===== config.mk =====
export PLATFORM = sky130hd
export DESIGN_NAME = mmc_misc_regs
export DESIGN_NICKNAME = d
export VERILOG_FILES = /design/src/mmc_pkg.sv /design/src/mmc_misc_regs.sv /design/src/mmc_sync2.sv /design/src/mmc_gp_timer.sv
export SDC_FILE = /design/constraint.sdc
export NUM_CORES = 1
export LEC_CHECK = 0
export ABC_AREA = 1
export BUFFER_PORTS_ARGS = -buffer_cell sky130_fd_sc_hd__buf_4
export CORE_MARGIN = 2
export CORE_UTILIZATION = 45
export DETAILED_ROUTE_END_ITERATION = 7
export RECOVER_POWER = 50
export SLEW_MARGIN = 20
export SYNTH_ARGS = -nofsm -noshare
export SYNTH_HDL_FRONTEND = slang
export SYNTH_SLANG_ARGS = --single-unit

===== constraint.sdc =====
create_clock -name core_clk_i -period 1.9 [get_ports core_clk_i]
set_clock_uncertainty 0.05 [all_clocks]
set_input_delay 0.38 -clock core_clk_i [delete_from_list [all_inputs] [get_ports core_clk_i]]
set_output_delay 0.38 -clock core_clk_i [all_outputs]
set_load 0.05 [all_outputs]

===== src/mmc_pkg.sv =====
// Register map, field positions, timing constants and carrier types of the misc control bank
// Behaviour
// RQ1 - Bit 16 enables every normal interrupt
// RQ2 - Bit 15 enables every abnormal interrupt
// RQ3 - Bus fault interrupt needs bit 13 and abnormal
// RQ4 - Timer interrupt needs bit 11 and abnormal
// RQ5 - Rx watchdog, stopped, no-descriptor need abnormal enable
// RQ6 - Tx underflow, jabber, stopped need abnormal enable
// RQ7 - Rx done, tx no-descriptor, tx done need normal
// RQ8 - Count dropped packets in sixteen bits, read clears
// RQ9 - Sticky overflow flag at bit 16, read clears
// RQ10 - EEPROM access only while select bit 11 set
// RQ11 - Bit 3 shows EEPROM output, bit 2 drives input
// RQ12 - Software toggles clock bit, sets chip select
// RQ13 - Sixteen bit timer counts down every 204 us
// RQ14 - Repeat bit keeps the timer running continuously
// RQ15 - Timer at zero flags expiry, reloads if repeating
// RQ16 - EEPROM pins follow bits, output bit synchronised
package mmc_pkg;

  // Register bus
  localparam int unsigned AW = 8;
  localparam logic [AW-1:0] OFF_IRQ_STAT   = 8'h3c;
  localparam logic [AW-1:0] OFF_IRQ_MASK   = 8'h38;
  localparam logic [AW-1:0] OFF_LOST_COUNT = 8'h40;
  localparam logic [AW-1:0] OFF_EEPROM     = 8'h48;
  localparam logic [AW-1:0] OFF_TIMER      = 8'h58;

  // Interrupt mask and status fields
  localparam int unsigned BIT_NORM_EN = 16;
  localparam int unsigned BIT_ABN_EN  = 15;
  localparam int unsigned IRQ_FBE = 13;
  localparam int unsigned IRQ_GPT = 11;
  localparam int unsigned IRQ_RWT = 9;
  localparam int unsigned IRQ_RS  = 8;
  localparam int unsigned IRQ_RU  = 7;
  localparam int unsigned IRQ_RC  = 6;
  localparam int unsigned IRQ_TU  = 5;
  localparam int unsigned IRQ_TJ  = 3;
  localparam int unsigned IRQ_TDU = 2;
  localparam int unsigned IRQ_TPS = 1;
  localparam int unsigned IRQ_TC  = 0;
  localparam logic [31:0] NORMAL_BITS    = 32'h0000_0045;
  localparam logic [31:0] ABNORMAL_BITS  = 32'h0000_2baa;
  localparam logic [31:0] MASK_WR_BITS   = 32'h0001_abef;
  localparam logic [31:0] IRQ_MASK_RESET = 32'h0000_0000;

  // Lost packet counter
  localparam int unsigned LOST_OVF_BIT = 16;
  localparam int unsigned LOST_W       = 16;

  // Serial EEPROM port
  localparam int unsigned EE_RD_EN  = 14;
  localparam int unsigned EE_WR_EN  = 13;
  localparam int unsigned EE_SEL    = 11;
  localparam int unsigned EE_SO     = 3;
  localparam int unsigned EE_SI     = 2;
  localparam int unsigned EE_CLK    = 1;
  localparam int unsigned EE_CS     = 0;
  localparam logic [31:0] EE_WR_BITS = 32'h0000_6807;
  localparam logic [31:0] EE_RESET   = 32'h0000_0007;
  localparam logic        EE_SO_IDLE = 1'b1;

  // General purpose timer
  localparam int unsigned TMR_REPEAT_BIT = 16;
  localparam int unsigned TMR_W          = 16;
  localparam int unsigned CLK_PERIOD_NS  = 25;
  localparam int unsigned TMR_TICK_NS    = 204000;
  localparam int unsigned TMR_TICK_CYCLES = TMR_TICK_NS / CLK_PERIOD_NS;

  // Register bus request
  typedef struct packed {
    logic [AW-1:0] addr;
    logic [31:0]   wdata;
    logic          wr;
    logic          rd;
  } mmc_bus_req_t;

  // Event pulses from the MAC, same clock
  typedef struct packed {
    logic bus_fault;
    logic rx_watchdog;
    logic rx_stopped;
    logic rx_no_desc;
    logic rx_done;
    logic tx_underflow;
    logic tx_jabber;
    logic tx_no_desc;
    logic tx_stopped;
    logic tx_done;
  } mmc_events_t;

  // Serial EEPROM output pins
  typedef struct packed {
    logic chip_select;
    logic sclk;
    logic serial_in;
  } mmc_eeprom_pins_t;

endpackage


===== src/mmc_misc_regs.sv =====
// Interrupt mask, lost packet counter, serial EEPROM port and timer register bank
//
// Implementation choice: the address-and-strobe port.
module mmc_misc_regs
  import mmc_pkg::*;
#(
  parameter int unsigned TICK_CYCLES = TMR_TICK_CYCLES
) (
  // Clock and reset
  input  wire logic             core_clk_i,
  input  wire logic             rst_n_i,
  // Register bus
  input  wire mmc_bus_req_t     bus_i,
  output logic      [31:0]      rdata_o,
  // MAC events
  input  wire mmc_events_t      events_i,
  input  wire logic             rx_drop_i,
  // Serial EEPROM
  output mmc_eeprom_pins_t      eeprom_o,
  input  wire logic             eeprom_dout_i,
  // Interrupt
  output logic                  irq_o
);
  function automatic logic hit(input logic [AW-1:0] a, input logic [AW-1:0] off);
    return a == off;
  endfunction

  logic [31:0]       irq_mask_q;
  logic [31:0]       irq_stat_q;
  logic [31:0]       evt_vec;
  logic [31:0]       en_vec;
  logic [LOST_W-1:0] lost_cnt_q;
  logic              lost_ovf_q;
  logic [31:0]       ee_ctrl_q;
  logic              ee_so_sync;
  logic              ee_any;
  logic              ee_read_ok;
  logic              tmr_repeat_q;
  logic [TMR_W-1:0]  tmr_count;
  logic              tmr_expired;
  logic [31:0]       rd_mux;
  logic              wr_mask;
  logic              wr_stat;
  logic              wr_ee;
  logic              wr_tmr;
  logic              rd_lost;

  assign wr_mask = bus_i.wr && hit(bus_i.addr, OFF_IRQ_MASK);
  assign wr_stat = bus_i.wr && hit(bus_i.addr, OFF_IRQ_STAT);
  assign wr_ee   = bus_i.wr && hit(bus_i.addr, OFF_EEPROM);
  assign wr_tmr  = bus_i.wr && hit(bus_i.addr, OFF_TIMER);
  assign rd_lost = bus_i.rd && hit(bus_i.addr, OFF_LOST_COUNT);

  // Interrupt mask register
  always_ff @(posedge core_clk_i) begin
    if (!rst_n_i) begin
      irq_mask_q <= IRQ_MASK_RESET;
    end else if (wr_mask) begin
      irq_mask_q <= bus_i.wdata & MASK_WR_BITS;
    end
  end

  // Event vector in status layout
  always_comb begin
    evt_vec          = '0;
    evt_vec[IRQ_FBE] = events_i.bus_fault;
    evt_vec[IRQ_GPT] = tmr_expired;
    evt_vec[IRQ_RWT] = events_i.rx_watchdog;
    evt_vec[IRQ_RS]  = events_i.rx_stopped;
    evt_vec[IRQ_RU]  = events_i.rx_no_desc;
    evt_vec[IRQ_RC]  = events_i.rx_done;
    evt_vec[IRQ_TU]  = events_i.tx_underflow;
    evt_vec[IRQ_TJ]  = events_i.tx_jabber;
    evt_vec[IRQ_TDU] = events_i.tx_no_desc;
    evt_vec[IRQ_TPS] = events_i.tx_stopped;
    evt_vec[IRQ_TC]  = events_i.tx_done;
  end

  // Sticky status, write one to clear, a new event wins over the clear
  always_ff @(posedge core_clk_i) begin
    if (!rst_n_i) begin
      irq_stat_q <= '0;
    end else begin
      irq_stat_q <= (irq_stat_q & ~(wr_stat ? bus_i.wdata : 32'h0000_0000)) | evt_vec;
    end
  end

  // Individual enables gated by the class master enables
  always_comb begin
    en_vec = '0;
    if (irq_mask_q[BIT_NORM_EN]) begin
      en_vec = en_vec | (irq_mask_q & NORMAL_BITS); // [RQ1] [RQ7]
    end
    if (irq_mask_q[BIT_ABN_EN]) begin
      en_vec = en_vec | (irq_mask_q & ABNORMAL_BITS); // [RQ2] [RQ3] [RQ4] [RQ5] [RQ6]
    end
  end

  always_ff @(posedge core_clk_i) begin
    if (!rst_n_i) begin
      irq_o <= 1'b0;
    end else begin
      irq_o <= |(irq_stat_q & en_vec); // [RQ1] [RQ2]
    end
  end

  // Lost packet counter, read clears, a drop in the read cycle is kept
  always_ff @(posedge core_clk_i) begin
    if (!rst_n_i) begin
      lost_cnt_q <= '0;
    end else if (rd_lost) begin
      lost_cnt_q <= rx_drop_i ? LOST_W'(1) : '0; // [RQ8]
    end else if (rx_drop_i) begin
      lost_cnt_q <= lost_cnt_q + LOST_W'(1); // [RQ8]
    end
  end

  always_ff @(posedge core_clk_i) begin
    if (!rst_n_i) begin
      lost_ovf_q <= 1'b0;
    end else if (rd_lost) begin
      lost_ovf_q <= 1'b0; // [RQ9]
    end else if (rx_drop_i && (&lost_cnt_q)) begin
      lost_ovf_q <= 1'b1; // [RQ9]
    end
  end

  // Serial EEPROM control bits
  always_ff @(posedge core_clk_i) begin
    if (!rst_n_i) begin
      ee_ctrl_q <= EE_RESET;
    end else if (wr_ee) begin
      ee_ctrl_q <= bus_i.wdata & EE_WR_BITS; // [RQ12]
    end
  end

  mmc_sync2 #(
    .RST_VAL (EE_SO_IDLE)
  ) u_so_sync (
    .core_clk_i (core_clk_i),
    .rst_n_i    (rst_n_i),
    .async_i    (eeprom_dout_i),
    .sync_o     (ee_so_sync)
  );

  assign ee_any     = ee_ctrl_q[EE_SEL] && (ee_ctrl_q[EE_RD_EN] || ee_ctrl_q[EE_WR_EN]); // [RQ10]
  assign ee_read_ok = ee_ctrl_q[EE_SEL] && ee_ctrl_q[EE_RD_EN]; // [RQ10]

  // EEPROM pins follow their bits while access is enabled
  always_ff @(posedge core_clk_i) begin
    if (!rst_n_i) begin
      eeprom_o <= '0;
    end else begin
      eeprom_o.chip_select <= ee_any && ee_ctrl_q[EE_CS]; // [RQ16] [RQ10]
      eeprom_o.sclk        <= ee_any && ee_ctrl_q[EE_CLK]; // [RQ16] [RQ10]
      eeprom_o.serial_in   <= ee_any && ee_ctrl_q[EE_SI]; // [RQ11] [RQ16]
    end
  end

  // Timer configuration
  always_ff @(posedge core_clk_i) begin
    if (!rst_n_i) begin
      tmr_repeat_q <= 1'b0;
    end else if (wr_tmr) begin
      tmr_repeat_q <= bus_i.wdata[TMR_REPEAT_BIT]; // [RQ14]
    end
  end

  mmc_gp_timer #(
    .TICK_CYCLES (TICK_CYCLES)
  ) u_timer (
    .core_clk_i (core_clk_i),
    .rst_n_i    (rst_n_i),
    .load_i     (wr_tmr),
    .load_val_i (bus_i.wdata[TMR_W-1:0]),
    .repeat_i   (tmr_repeat_q),
    .count_o    (tmr_count),
    .expired_o  (tmr_expired)
  );

  // Read multiplexer, unmapped addresses read zero
  always_comb begin
    rd_mux = '0;
    if (hit(bus_i.addr, OFF_IRQ_MASK)) begin
      rd_mux = irq_mask_q;
    end else if (hit(bus_i.addr, OFF_IRQ_STAT)) begin
      rd_mux = irq_stat_q;
    end else if (hit(bus_i.addr, OFF_LOST_COUNT)) begin
      rd_mux[LOST_W-1:0]  = lost_cnt_q; // [RQ8]
      rd_mux[LOST_OVF_BIT] = lost_ovf_q; // [RQ9]
    end else if (hit(bus_i.addr, OFF_EEPROM)) begin
      rd_mux         = ee_ctrl_q;
      rd_mux[EE_SO]  = ee_read_ok ? ee_so_sync : EE_SO_IDLE; // [RQ11] [RQ16]
    end else if (hit(bus_i.addr, OFF_TIMER)) begin
      rd_mux[TMR_W-1:0]     = tmr_count;
      rd_mux[TMR_REPEAT_BIT] = tmr_repeat_q;
    end
  end

  always_ff @(posedge core_clk_i) begin
    if (!rst_n_i) begin
      rdata_o <= '0;
    end else begin
      rdata_o <= bus_i.rd ? rd_mux : 32'h0000_0000;
    end
  end

  AST_NORMAL_IRQ: assert property (@(posedge core_clk_i) disable iff (!rst_n_i) // [RQ1]
    (irq_stat_q[IRQ_TC] && irq_mask_q[IRQ_TC] && irq_mask_q[BIT_NORM_EN]) |=> irq_o)
    else $error("Enabled transmit done did not raise interrupt");
  AST_NORMAL_OFF: assert property (@(posedge core_clk_i) disable iff (!rst_n_i) // [RQ7]
    (!irq_mask_q[BIT_NORM_EN] && !irq_mask_q[BIT_ABN_EN]) |=> !irq_o)
    else $error("Interrupt raised with both master enables clear");
  AST_ABNORMAL_GATE: assert property (@(posedge core_clk_i) disable iff (!rst_n_i) // [RQ2]
    (!irq_mask_q[BIT_NORM_EN] && ((irq_stat_q & ABNORMAL_BITS) != '0) && irq_mask_q[BIT_ABN_EN]
     && ((irq_mask_q & irq_stat_q & ABNORMAL_BITS) != '0)) |=> irq_o)
    else $error("Enabled abnormal event did not raise interrupt");
  AST_FBE_IRQ: assert property (@(posedge core_clk_i) disable iff (!rst_n_i) // [RQ3]
    (events_i.bus_fault && irq_mask_q[IRQ_FBE] && irq_mask_q[BIT_ABN_EN] && !wr_mask)
     |=> ##1 irq_o)
    else $error("Bus fault did not raise interrupt in two cycles");
  AST_GPT_STAT: assert property (@(posedge core_clk_i) disable iff (!rst_n_i) // [RQ4]
    tmr_expired |=> irq_stat_q[IRQ_GPT])
    else $error("Timer expiry not recorded");
  AST_RX_ABN: assert property (@(posedge core_clk_i) disable iff (!rst_n_i) // [RQ5]
    (irq_stat_q[IRQ_RS] && irq_mask_q[IRQ_RS] && !irq_mask_q[BIT_ABN_EN]
     && ((irq_stat_q & en_vec) == '0)) |=> !irq_o)
    else $error("Receive stopped raised interrupt without abnormal enable");
  AST_TX_ABN: assert property (@(posedge core_clk_i) disable iff (!rst_n_i) // [RQ6]
    (irq_stat_q[IRQ_TU] && irq_mask_q[IRQ_TU] && irq_mask_q[BIT_ABN_EN]) |=> irq_o)
    else $error("Transmit underflow did not raise interrupt");
  AST_LOST_INC: assert property (@(posedge core_clk_i) disable iff (!rst_n_i) // [RQ8]
    (rx_drop_i && !rd_lost) |=> lost_cnt_q == $past(lost_cnt_q) + LOST_W'(1))
    else $error("Lost packet count did not increment");
  AST_LOST_CLR: assert property (@(posedge core_clk_i) disable iff (!rst_n_i) // [RQ9]
    (rd_lost && !rx_drop_i) |=> (lost_cnt_q == '0) && !lost_ovf_q
     && rdata_o[LOST_OVF_BIT] == $past(lost_ovf_q))
    else $error("Read did not clear lost count and overflow");
  AST_LOST_OVF: assert property (@(posedge core_clk_i) disable iff (!rst_n_i) // [RQ9]
    (rx_drop_i && !rd_lost && (&lost_cnt_q)) |=> lost_ovf_q && (lost_cnt_q == '0))
    else $error("Overflow flag not set on wrap");
  AST_EE_GATE: assert property (@(posedge core_clk_i) disable iff (!rst_n_i) // [RQ10]
    !ee_ctrl_q[EE_SEL] |=> !eeprom_o.chip_select && !eeprom_o.sclk)
    else $error("EEPROM driven without select");
  AST_EE_DIN: assert property (@(posedge core_clk_i) disable iff (!rst_n_i) // [RQ11]
    ee_any |=> eeprom_o.serial_in == $past(ee_ctrl_q[EE_SI]))
    else $error("EEPROM serial input does not follow its bit");
  AST_EE_SO: assert property (@(posedge core_clk_i) disable iff (!rst_n_i) // [RQ16]
    (bus_i.rd && hit(bus_i.addr, OFF_EEPROM) && ee_read_ok)
     |=> rdata_o[EE_SO] == $past(ee_so_sync))
    else $error("EEPROM output bit does not show synchronised pin");

  COV_IRQ_RISE: cover property (@(posedge core_clk_i) disable iff (!rst_n_i)
    !irq_o ##1 irq_o);
  COV_LOST_OVF: cover property (@(posedge core_clk_i) disable iff (!rst_n_i)
    rx_drop_i && (&lost_cnt_q));
  COV_EE_READ: cover property (@(posedge core_clk_i) disable iff (!rst_n_i)
    bus_i.rd && hit(bus_i.addr, OFF_EEPROM) && ee_read_ok);
endmodule


===== src/mmc_sync2.sv =====
// Two flip-flop synchroniser for a single level
module mmc_sync2
  import mmc_pkg::*;
#(
  parameter logic RST_VAL = 1'b0
) (
  // Clock and reset
  input  wire logic core_clk_i,
  input  wire logic rst_n_i,
  // Level
  input  wire logic async_i,
  output logic      sync_o
);
  logic meta_q;

  always_ff @(posedge core_clk_i) begin
    if (!rst_n_i) begin
      meta_q <= RST_VAL;
      sync_o <= RST_VAL;
    end else begin
      meta_q <= async_i;
      sync_o <= meta_q;
    end
  end
endmodule


===== src/mmc_gp_timer.sv =====
// General purpose down-counting timer with tick divider and repeat mode
module mmc_gp_timer
  import mmc_pkg::*;
#(
  parameter int unsigned TICK_CYCLES = TMR_TICK_CYCLES
) (
  // Clock and reset
  input  wire logic             core_clk_i,
  input  wire logic             rst_n_i,
  // Control
  input  wire logic             load_i,
  input  wire logic [TMR_W-1:0] load_val_i,
  input  wire logic             repeat_i,
  // Status
  output logic      [TMR_W-1:0] count_o,
  output logic                  expired_o
);
  localparam int unsigned CW = $clog2(TICK_CYCLES + 1);

  typedef enum logic [1:0] {
    T_IDLE = 2'b01,
    T_RUN  = 2'b10
  } mmc_tmr_state_t;

  mmc_tmr_state_t   state_q;
  logic [CW-1:0]    div_q;
  logic [TMR_W-1:0] reload_q;
  logic             tick;
  logic             hit_zero;

  assign tick     = (state_q == T_RUN) && (div_q == CW'(TICK_CYCLES - 1));
  assign hit_zero = tick && (count_o == TMR_W'(1));

  // Tick divider, restarted by every load
  always_ff @(posedge core_clk_i) begin
    if (!rst_n_i || load_i || state_q != T_RUN || tick) begin
      div_q <= '0;
    end else begin
      div_q <= div_q + CW'(1);
    end
  end

  always_ff @(posedge core_clk_i) begin
    if (!rst_n_i) begin
      state_q   <= T_IDLE;
      count_o   <= '0;
      reload_q  <= '0;
      expired_o <= 1'b0;
    end else begin
      expired_o <= hit_zero; // [RQ15]
      if (load_i) begin
        reload_q <= load_val_i;
        count_o  <= load_val_i; // [RQ13]
        state_q  <= (load_val_i != '0) ? T_RUN : T_IDLE;
      end else begin
        unique case (state_q)
          T_IDLE: state_q <= T_IDLE;
          T_RUN: begin
            if (hit_zero && repeat_i) begin
              count_o <= reload_q; // [RQ14] [RQ15]
            end else if (hit_zero) begin
              count_o <= '0;
              state_q <= T_IDLE; // [RQ15]
            end else if (tick) begin
              count_o <= count_o - TMR_W'(1); // [RQ13]
            end
          end
          default: state_q <= T_IDLE;
        endcase
      end
    end
  end

  AST_TMR_DEC: assert property (@(posedge core_clk_i) disable iff (!rst_n_i) // [RQ13]
    (tick && !load_i && count_o > TMR_W'(1)) |=> count_o == $past(count_o) - TMR_W'(1))
    else $error("Timer did not decrement on tick");
  AST_TMR_REPEAT: assert property (@(posedge core_clk_i) disable iff (!rst_n_i) // [RQ14]
    (hit_zero && repeat_i && !load_i) |=> (state_q == T_RUN) && count_o == $past(reload_q) && expired_o)
    else $error("Repeat mode did not reload timer");
  AST_TMR_ONESHOT: assert property (@(posedge core_clk_i) disable iff (!rst_n_i) // [RQ15]
    (hit_zero && !repeat_i && !load_i) |=> (state_q == T_IDLE) && expired_o ##1 !expired_o)
    else $error("One-shot timer did not stop with one expiry");
  COV_TMR_REPEAT: cover property (@(posedge core_clk_i) disable iff (!rst_n_i)
    hit_zero && repeat_i);
endmodule


==> results.toml, run 1 <==
[cts]
root_buffer = "clkbuf_16"
cts_setup_buffers = 0
cts-buffers-inserted = 17
htreeDepth = 4
clkSinkCount = 155
clock_path_buffers = 2
ctsHoldBuffers = 0
cts_resized = 0
worstSkewPairLatency_ps = 430
path_clk_slew_ps = 70
cts_tree = "yes"

[floorplan]
start_util_pct = 45.8
dieArea_mm2 = 0.0164
die_x_um = 128
die_h_um = 128
core_mm2 = 0.0151
num_rows = 45
top_level_ports = 92

[synthesis]
yosysTopAreaCellShare_pct = 44.7
netlist_instances = 971
synth-seq-area-share_pct = 44.7
syn_nets = 1031
syn_avg_cell_area_um2 = 7.15
yosys_warnings = 0
synth_top_cells_by_area = "dfxtp_1, nand2_1, nor2_1"
synth_area_mm2 = 0.00694
ys.flop_type = "dfxtp_1"
async_flop_share_pct = 0
synthTopCellsByCount = "nand2_1, dfxtp_1, nor2_1, inv_1, a21oi_1"
synth-edff-count = 0
synth_seq_cells = 155
yosys.cell_types.count = 37
synth.most_common_cell = "nand2_1"
synth_top_cell_by_area = "dfxtp_1"

[routing]
wl_per_cell_um = 15.6
remaining_drc_errors = 0
vias_per_cell = 5.10
vias = 6528
dr.pass1.iters = 5
drtIter0Drc = 483
ant_nets = 0
routed_wl_mm = 20.0

[finish]
antenna_cells = 0
drive_gt1_share_pct = 16.9
nFillCells = 1520
final_cell_area_mm2 = 0.00850
nNetsFinal = 1138
syn2layout_area_growth_pct = 22.4

[timing]
tns_ps = 0
fin_ws_ps = 159
worst_pin_slew_ps = 648
relSlewSlack_pct = 57.0
finalMaxSlewViolations = 0
period_needed_ps = 1740
hold_violations = 0
min_period_over_period_pct = 91.6
hold_slack_ps = 69.9
setup_viol = 0
rsz0062_at_grt = "yes"
max_freq_mhz = 574

[critical_path]
start_kind = "flip-flop"
critPathKind = "reg2reg"
cp_common_cell = "nand2_1"
crit_chain = "inv_1, ha_1, nand2_1, nor2_1, nand2_1, nor2_4, nand2_4, o21ai_1, nand2_1, nand2_1, nand2_1"
crit_required_ps = 2170
slowest_stage = "dfxtp_1"
crit_fanout = 17
max_stage_delay_ps = 330
endpoint_kind = "flip-flop"
arrival_ps = 2010

[run]
maxCapViolCount = 0

[place]
postPlaceCellArea_mm2 = 0.00795
hpwl_mm = 15.0
dpl_worst_slack_ps = 59.2
port_buffers = 91
place_congestion = 0.903

[global_routing]
grt_antenna_before_repair = 0
gr-total-overflow = 0
grt_pass1_wl_mm = 32.3
grt_pass1_vias = 5956
gr-usage-all-layers_pct = 25.3
grt_max_degree = 57

[power]
irDropWorstVdd_v = 0.000626
power_density_mw_per_mm2 = 837
leakage_uw = 0.00347

[min_path]
min_path_type = "in2reg"

[status]
status = "completed"
[path summary, 6_finish.rpt]
path                                                      start                         endpoint  slack (ps)  cells past startpoint
worst min register to register      u_so_sync.meta_q$_SDFF_PN1_      u_so_sync.sync_o$_SDFF_PN1_         360                      1
worst max register to register  u_timer.count_o[1]$_SDFFE_PN0P_  u_timer.state_q[0]$_SDFFE_PN1P_         160                     11
worst max-delay path            u_timer.count_o[1]$_SDFFE_PN0P_  u_timer.state_q[0]$_SDFFE_PN1P_         160                     11
worst min-delay path                                  bus_i[32]        irq_stat_q[30]$_SDFF_PN0_          70                      2
[cells in the final DEF, fill, tap and decap left out, drive strengths merged, types with 2 or more instances in the layout]
cell type and instances:
nand2 241, dfxtp 155, inv 136, nor2 120, buf 101, a21oi 83
o21ai 61, nand3 39, clkbuf 36, nand4 23, a211oi 21, nor3 16
xor2 12, o22ai 9, o21a 5, nor3b 5, clkinv 5, nor4 4
ha 4, o221ai 3, or2 3, o211ai 2, bufinv 2, clkinvlp 2
[cell families after synthesis]
kind of cell	count (synthesis)	synth area share, %
and+or+nand+nor	451	28.2
xor gates and xnor gates	13	1.64
DFF	155	44.7
buffers and inverters	162	9.53
adders and majority gates	4	0.721
AOI/OAI and AO/OA	186	15.2
[worst max-delay path: cells and delay by family (launching register included)]
family | cells | cell delay [ps]
compound gates | 1 | 160
buf+inv | 1 | 110
simple gates | 8 | 770
fa+ha+maj | 1 | 220
flops | 1 | 330
[flip-flops by register name, summed over array words and instances (netlist names)]
signal             count
irq_stat_q            32
rdata_o               32
lost_cnt_q            16
u_timer.count_o       16
u_timer.reload_q      16
irq_mask_q            13
u_timer.div_q         13
ee_ctrl_q              6
eeprom_o               3
u_timer.state_q        2
irq_o                  1
lost_ovf_q             1
tmr_repeat_q           1
u_so_sync.meta_q       1
u_so_sync.sync_o       1
u_timer.expired_o      1
[through the flow]
step | instances | total power (uW) | utilization, %
after floorplan | 971 | 3470 | -
after global routing | 1279 | 7320 | 56.1
after CTS | 1279 | 7160 | 56.6
after detailed placement | 1247 | 3650 | 52.5
after global placement | 1247 | 3650 | 52.5
final | 1279 | 7110 | 56.1
[area by class of cell]
class / instances / area, um^2 / area share (%)
clock buffer: 18 / 439 / 5.17
clock inverter: 14 / 175 / 2.06
inverter: 131 / 493 / 5.80
multi-input combinational: 654 / 3170 / 37.3
sequential: 155 / 3100 / 36.5
tap: 188 / 235 / 2.77
timing repair buffer: 119 / 880 / 10.4
[layer usage]
layer / up-vias / global-route usage [%] / share of wire, %
met5: - / 0 / 0
met4: 0 / 6.53 / 1.3
met3: 20 / 3.92 / 5.7
met2: 193 / 40.5 / 46
met1: 2973 / 35.8 / 47
li1: 3342 / - / -
[power breakdown]
| group | internal (uW) | switching (uW) | total, uW |
|---|---|---|---|
| combinational | 121 | 164 | 285 |
| sequential | 3270 | 17.6 | 3290 |
| clock | 2030 | 1510 | 3540 |
No activity file was read; power rests on OpenSTA's default activity.
==> run 2, diff against run 1 <==
- clock period: 1.9 -> 2.2 ns (I/O delays scaled with it)
==> run 2 against run 1 <==
Against the previous run: clock power fell by 16%; setup slack better by 88 ps; critical endpoint is now u_timer.count_o[6]$_SDFFE_PN0P_; design area fell by 2.2%; routed wire length rose by 0.92%; sequential share of layout area is 0.82 points higher; via count shrank 0.35%.
==> results.toml, run 2 (synthesis results as in run 1) <==
[power]
leakage_uw = 0.00334
switchingPower_uw = 1400
p_int_uw = 4650
p_sw_share_pct = 23.1
clockPowerShare_pct = 49.0
irDropWorstVdd_v = 0.000592
power_density_mw_per_mm2 = 727
combinationalPowerShare_pct = 4.0
p_seq_share_pct = 47.0

[place]
hpwl_mm = 15.0
postPlaceCellArea_mm2 = 0.00787
port_buffers = 91
place_congestion = 0.894
dpl_worst_slack_ps = 166

[critical_path]
r2r_start = "u_timer.count_o[1]$_SDFFE_PN0P_"
start_kind = "input pin"
crit_required_ps = 2520
critPathKind = "in2reg"
crit_fanout = 17
endpoint_kind = "flip-flop"
arrival_ps = 2270
critPathLaunch = "bus_i[37]"

[global_routing]
grt_pass1_wl_mm = 32.0
gr-total-overflow = 0
grt_pass1_vias = 5915
gr-usage-all-layers_pct = 25.2
grt_max_degree = 33
grt_antenna_before_repair = 0

[floorplan]
die_h_um = 128
die_x_um = 128
dieArea_mm2 = 0.0164
core_mm2 = 0.0151
num_rows = 45
top_level_ports = 92
start_util_pct = 45.8

[finish]
drive_gt1_share_pct = 14.5
antenna_cells = 0
final_common_cell = "nand2_1"
fin_util_pct = 54.9
final_cell_area_mm2 = 0.00831
layout_common_cells = "nand2_1, dfxtp_1, inv_1"
nNetsFinal = 1128
reg_top3 = "irq_stat_q (32), rdata_o (32)"
syn2layout_area_growth_pct = 19.7

[timing]
setup_viol = 0
worst_pin_slew_ps = 792
hold_violations = 0
rsz0062_at_grt = "no"
tns_ps = 0
period_needed_ps = 1950
finalMaxSlewViolations = 0
max_freq_mhz = 512
fin_ws_ps = 247
min_period_over_period_pct = 88.8
relSlewSlack_pct = 47.2

[min_path]
min_path_type = "in2reg"
worstHoldStart = "bus_i[30]"

[cts]
root_buffer = "clkbuf_16"
htreeDepth = 4
clock_path_buffers = 2
ctsHoldBuffers = 0
cts_tree = "yes"
cts_resized = 0
cts-buffers-inserted = 17
clkSinkCount = 155
path_clk_slew_ps = 70
cts_setup_buffers = 0
worstSkewPairLatency_ps = 440

[routing]
dr.pass1.iters = 5
drtIter0Drc = 583
ant_nets = 0
wl_per_cell_um = 15.9
vias_per_cell = 5.13
vias = 6505
routed_wl_mm = 20.2
remaining_drc_errors = 0

[run]
maxCapViolCount = 0

[status]
status = "completed"
[run 2: power groups by stage]
stage	sequential [uW]	clock, uW	combinational (uW)
finish	2840	2960	244
global route	2840	3110	265
CTS	2840	3010	244
detailed placement	2900	0	243
global placement	2900	0	244
floorplan	2900	0	96.9
[run 2: critical path, cell delays in order]
cell      delay, ps
buf_4           120
nand2_1         100
nor2_4           60
nand3_1         440
clkinv_2        410
nor2_4          430
nand2_1         110
a21oi_1         150
[run 2: layout make-up]
type | count | area [um^2]
clock inverter | 14 | 159
sequential | 155 | 3100
timing repair buffer | 109 | 717
fill | 1534 | 6840
multi-input combinational | 654 | 3160
inverter | 131 | 493
clock buffer | 18 | 439
tap | 188 | 235
[run 2: layer usage]
layer  share of wire (%)  routed length [um]  track usage [%]  vias up
li1                    -                   -                -     3329
met1                  48                9710             34.9     2977
met2                  46                9190             40.2      175
met3                 5.0                1000             4.51       24
met4                 1.4                 275             7.69        0
met5                   0                   0                0        -
[run 2: path summary, 6_finish.rpt]
check	end	slack (ps)	cells after the start
max	u_timer.count_o[6]$_SDFFE_PN0P_	250	8
min	irq_stat_q[28]$_SDFF_PN0_	130	2
max reg2reg	u_timer.state_q[0]$_SDFFE_PN1P_	300	11
min reg2reg	u_so_sync.sync_o$_SDFF_PN1_	360	1
[run 2: through the flow]
stage	std cells	total power [uW]	hold slack, ps
after floorplan	971	3000	343
after global routing	1269	6220	120
after global placement	1237	3150	345
after detailed placement	1237	3150	348
after CTS	1269	6090	118
final	1269	6050	125
==> run 3, diff against run 2 <==
- RECOVER_POWER: 50 -> not set
==> run 3 against run 2 <==
Against the previous run: sequential share of layout area fell by 0.68 points; final cell count unchanged; highest routed layer unchanged; critical path depth is 3 higher; design area grew 1.9%; non-clock buffer count did not move; core utilization increased by 1.0 points; total power about the same.
==> results.toml, run 3 (synthesis results as in run 1) <==
[timing]
relSlewSlack_pct = 57.4
tns_ps = 0
worst_pin_slew_ps = 637
period_needed_ps = 1870
setup_viol = 0
min_period_over_period_pct = 84.9
finalMaxSlewViolations = 0
rsz0062_at_grt = "no"
max_freq_mhz = 535
hold_violations = 0

[floorplan]
die_x_um = 128
num_rows = 45
die_h_um = 128
dieArea_mm2 = 0.0164
top_level_ports = 92
core_mm2 = 0.0151
start_util_pct = 45.8

[critical_path]
arrival_ps = 2130
crit_required_ps = 2460
endpoint_kind = "flip-flop"
critPathKind = "reg2reg"
critPathLaunch = "u_timer.count_o[1]$_SDFFE_PN0P_"
crit_fanout = 17
start_kind = "flip-flop"
r2r_start = "u_timer.count_o[1]$_SDFFE_PN0P_"

[finish]
syn2layout_area_growth_pct = 21.9
nNetsFinal = 1128
multi_input_area_mm2 = 0.00318
layout_common_cells = "nand2_1, dfxtp_1, nor2_1"
drive_gt1_share_pct = 18.1
reg_top3 = "irq_stat_q (32), rdata_o (32)"
nFillCells = 1500
seq_area_mm2 = 0.00310
final_common_cell = "nand2_1"
antenna_cells = 0

[min_path]
min_path_type = "in2reg"
worstHoldStart = "bus_i[30]"

[global_routing]
grt_antenna_before_repair = 0
grt_max_degree = 33
gr-total-overflow = 0
gr-usage-all-layers_pct = 25.2
grt_pass1_vias = 5915
grt_pass1_wl_mm = 32.0

[cts]
ctsHoldBuffers = 0
root_buffer = "clkbuf_16"
clock_path_buffers = 2
cts_tree = "yes"
clkSinkCount = 155
cts-buffers-inserted = 17
cts_setup_buffers = 0
htreeDepth = 4
cts_resized = 0
path_clk_slew_ps = 70
worstSkewPairLatency_ps = 430

[routing]
wl_per_cell_um = 15.8
remaining_drc_errors = 0
ant_nets = 0
vias = 6529
drtIter0Drc = 550
routed_wl_mm = 20.1
dr.pass1.iters = 5
vias_per_cell = 5.14

[place]
port_buffers = 91
hpwl_mm = 15.0
place_congestion = 0.894

[run]
maxCapViolCount = 0

[power]
power_density_mw_per_mm2 = 714
irDropWorstVdd_v = 0.000588
power_uw = 6050
leakage_uw = 0.00348

[status]
status = "completed"
## run 3: cell types whose count changed in the layout (fill, tap and decap cells not counted), moves of 4 or more
cell and change:
inv_2 +4, clkbuf_1 -33, buf_4 +33, inv_1 -4
## run 3: final cells by class
cell class | instances | area share [%]
Tap cell | 188 | 2.78
Clock buffer | 18 | 5.19
Sequential cell | 155 | 36.7
Timing Repair Buffer | 109 | 10.1
Inverter | 131 | 5.82
Multi-Input combinational cell | 654 | 37.6
Clock inverter | 14 | 1.88
## run 3: path summary, 6_finish.rpt
path	endpoint	slack (ps)	cells after the start
min	irq_stat_q[28]$_SDFF_PN0_	130	2
max reg2reg	u_timer.state_q[0]$_SDFFE_PN1P_	330	11
min reg2reg	u_so_sync.sync_o$_SDFF_PN1_	360	1
max	u_timer.state_q[0]$_SDFFE_PN1P_	330	11
## run 3: per-layer routing
layer / global-route usage, % / part of all wire (%)
met4: 7.69 / 1.3
met2: 40.2 / 46
met1: 34.9 / 48
met3: 4.51 / 5.2
met5: 0 / 0
## run 3: stage by stage
stage	util, %	instances	cell area, um^2	setup WS (ps)	hold slack [ps]
4_1_cts	55.9	1269	8460	332	118
2_1_floorplan	-	971	6940	615	343
6_report	55.9	1269	8460	331	128
3_3_place_gp	51.9	1237	7870	186	345
3_5_place_dp	51.9	1237	7870	166	348
5_1_grt	55.9	1269	8460	111	120
## run 3: power breakdown
part	total (uW)	switching, uW	internal (uW)	leakage [uW]
Clock	2960	1240	1720	0.000288
Sequential	2840	16.3	2830	0.00125
Combinational	246	142	104	0.00194
## run 3: worst max-delay path: stages (launching register included)
cell	delay (ps)
dfxtp_1	340
inv_1	170
ha_1	230
nand2_1	70
nor2_1	120
nand2_1	90
nor2_4	160
nand2_4	160
o21ai_1	170
nand2_1	80
nand2_1	70
nand2_1	40
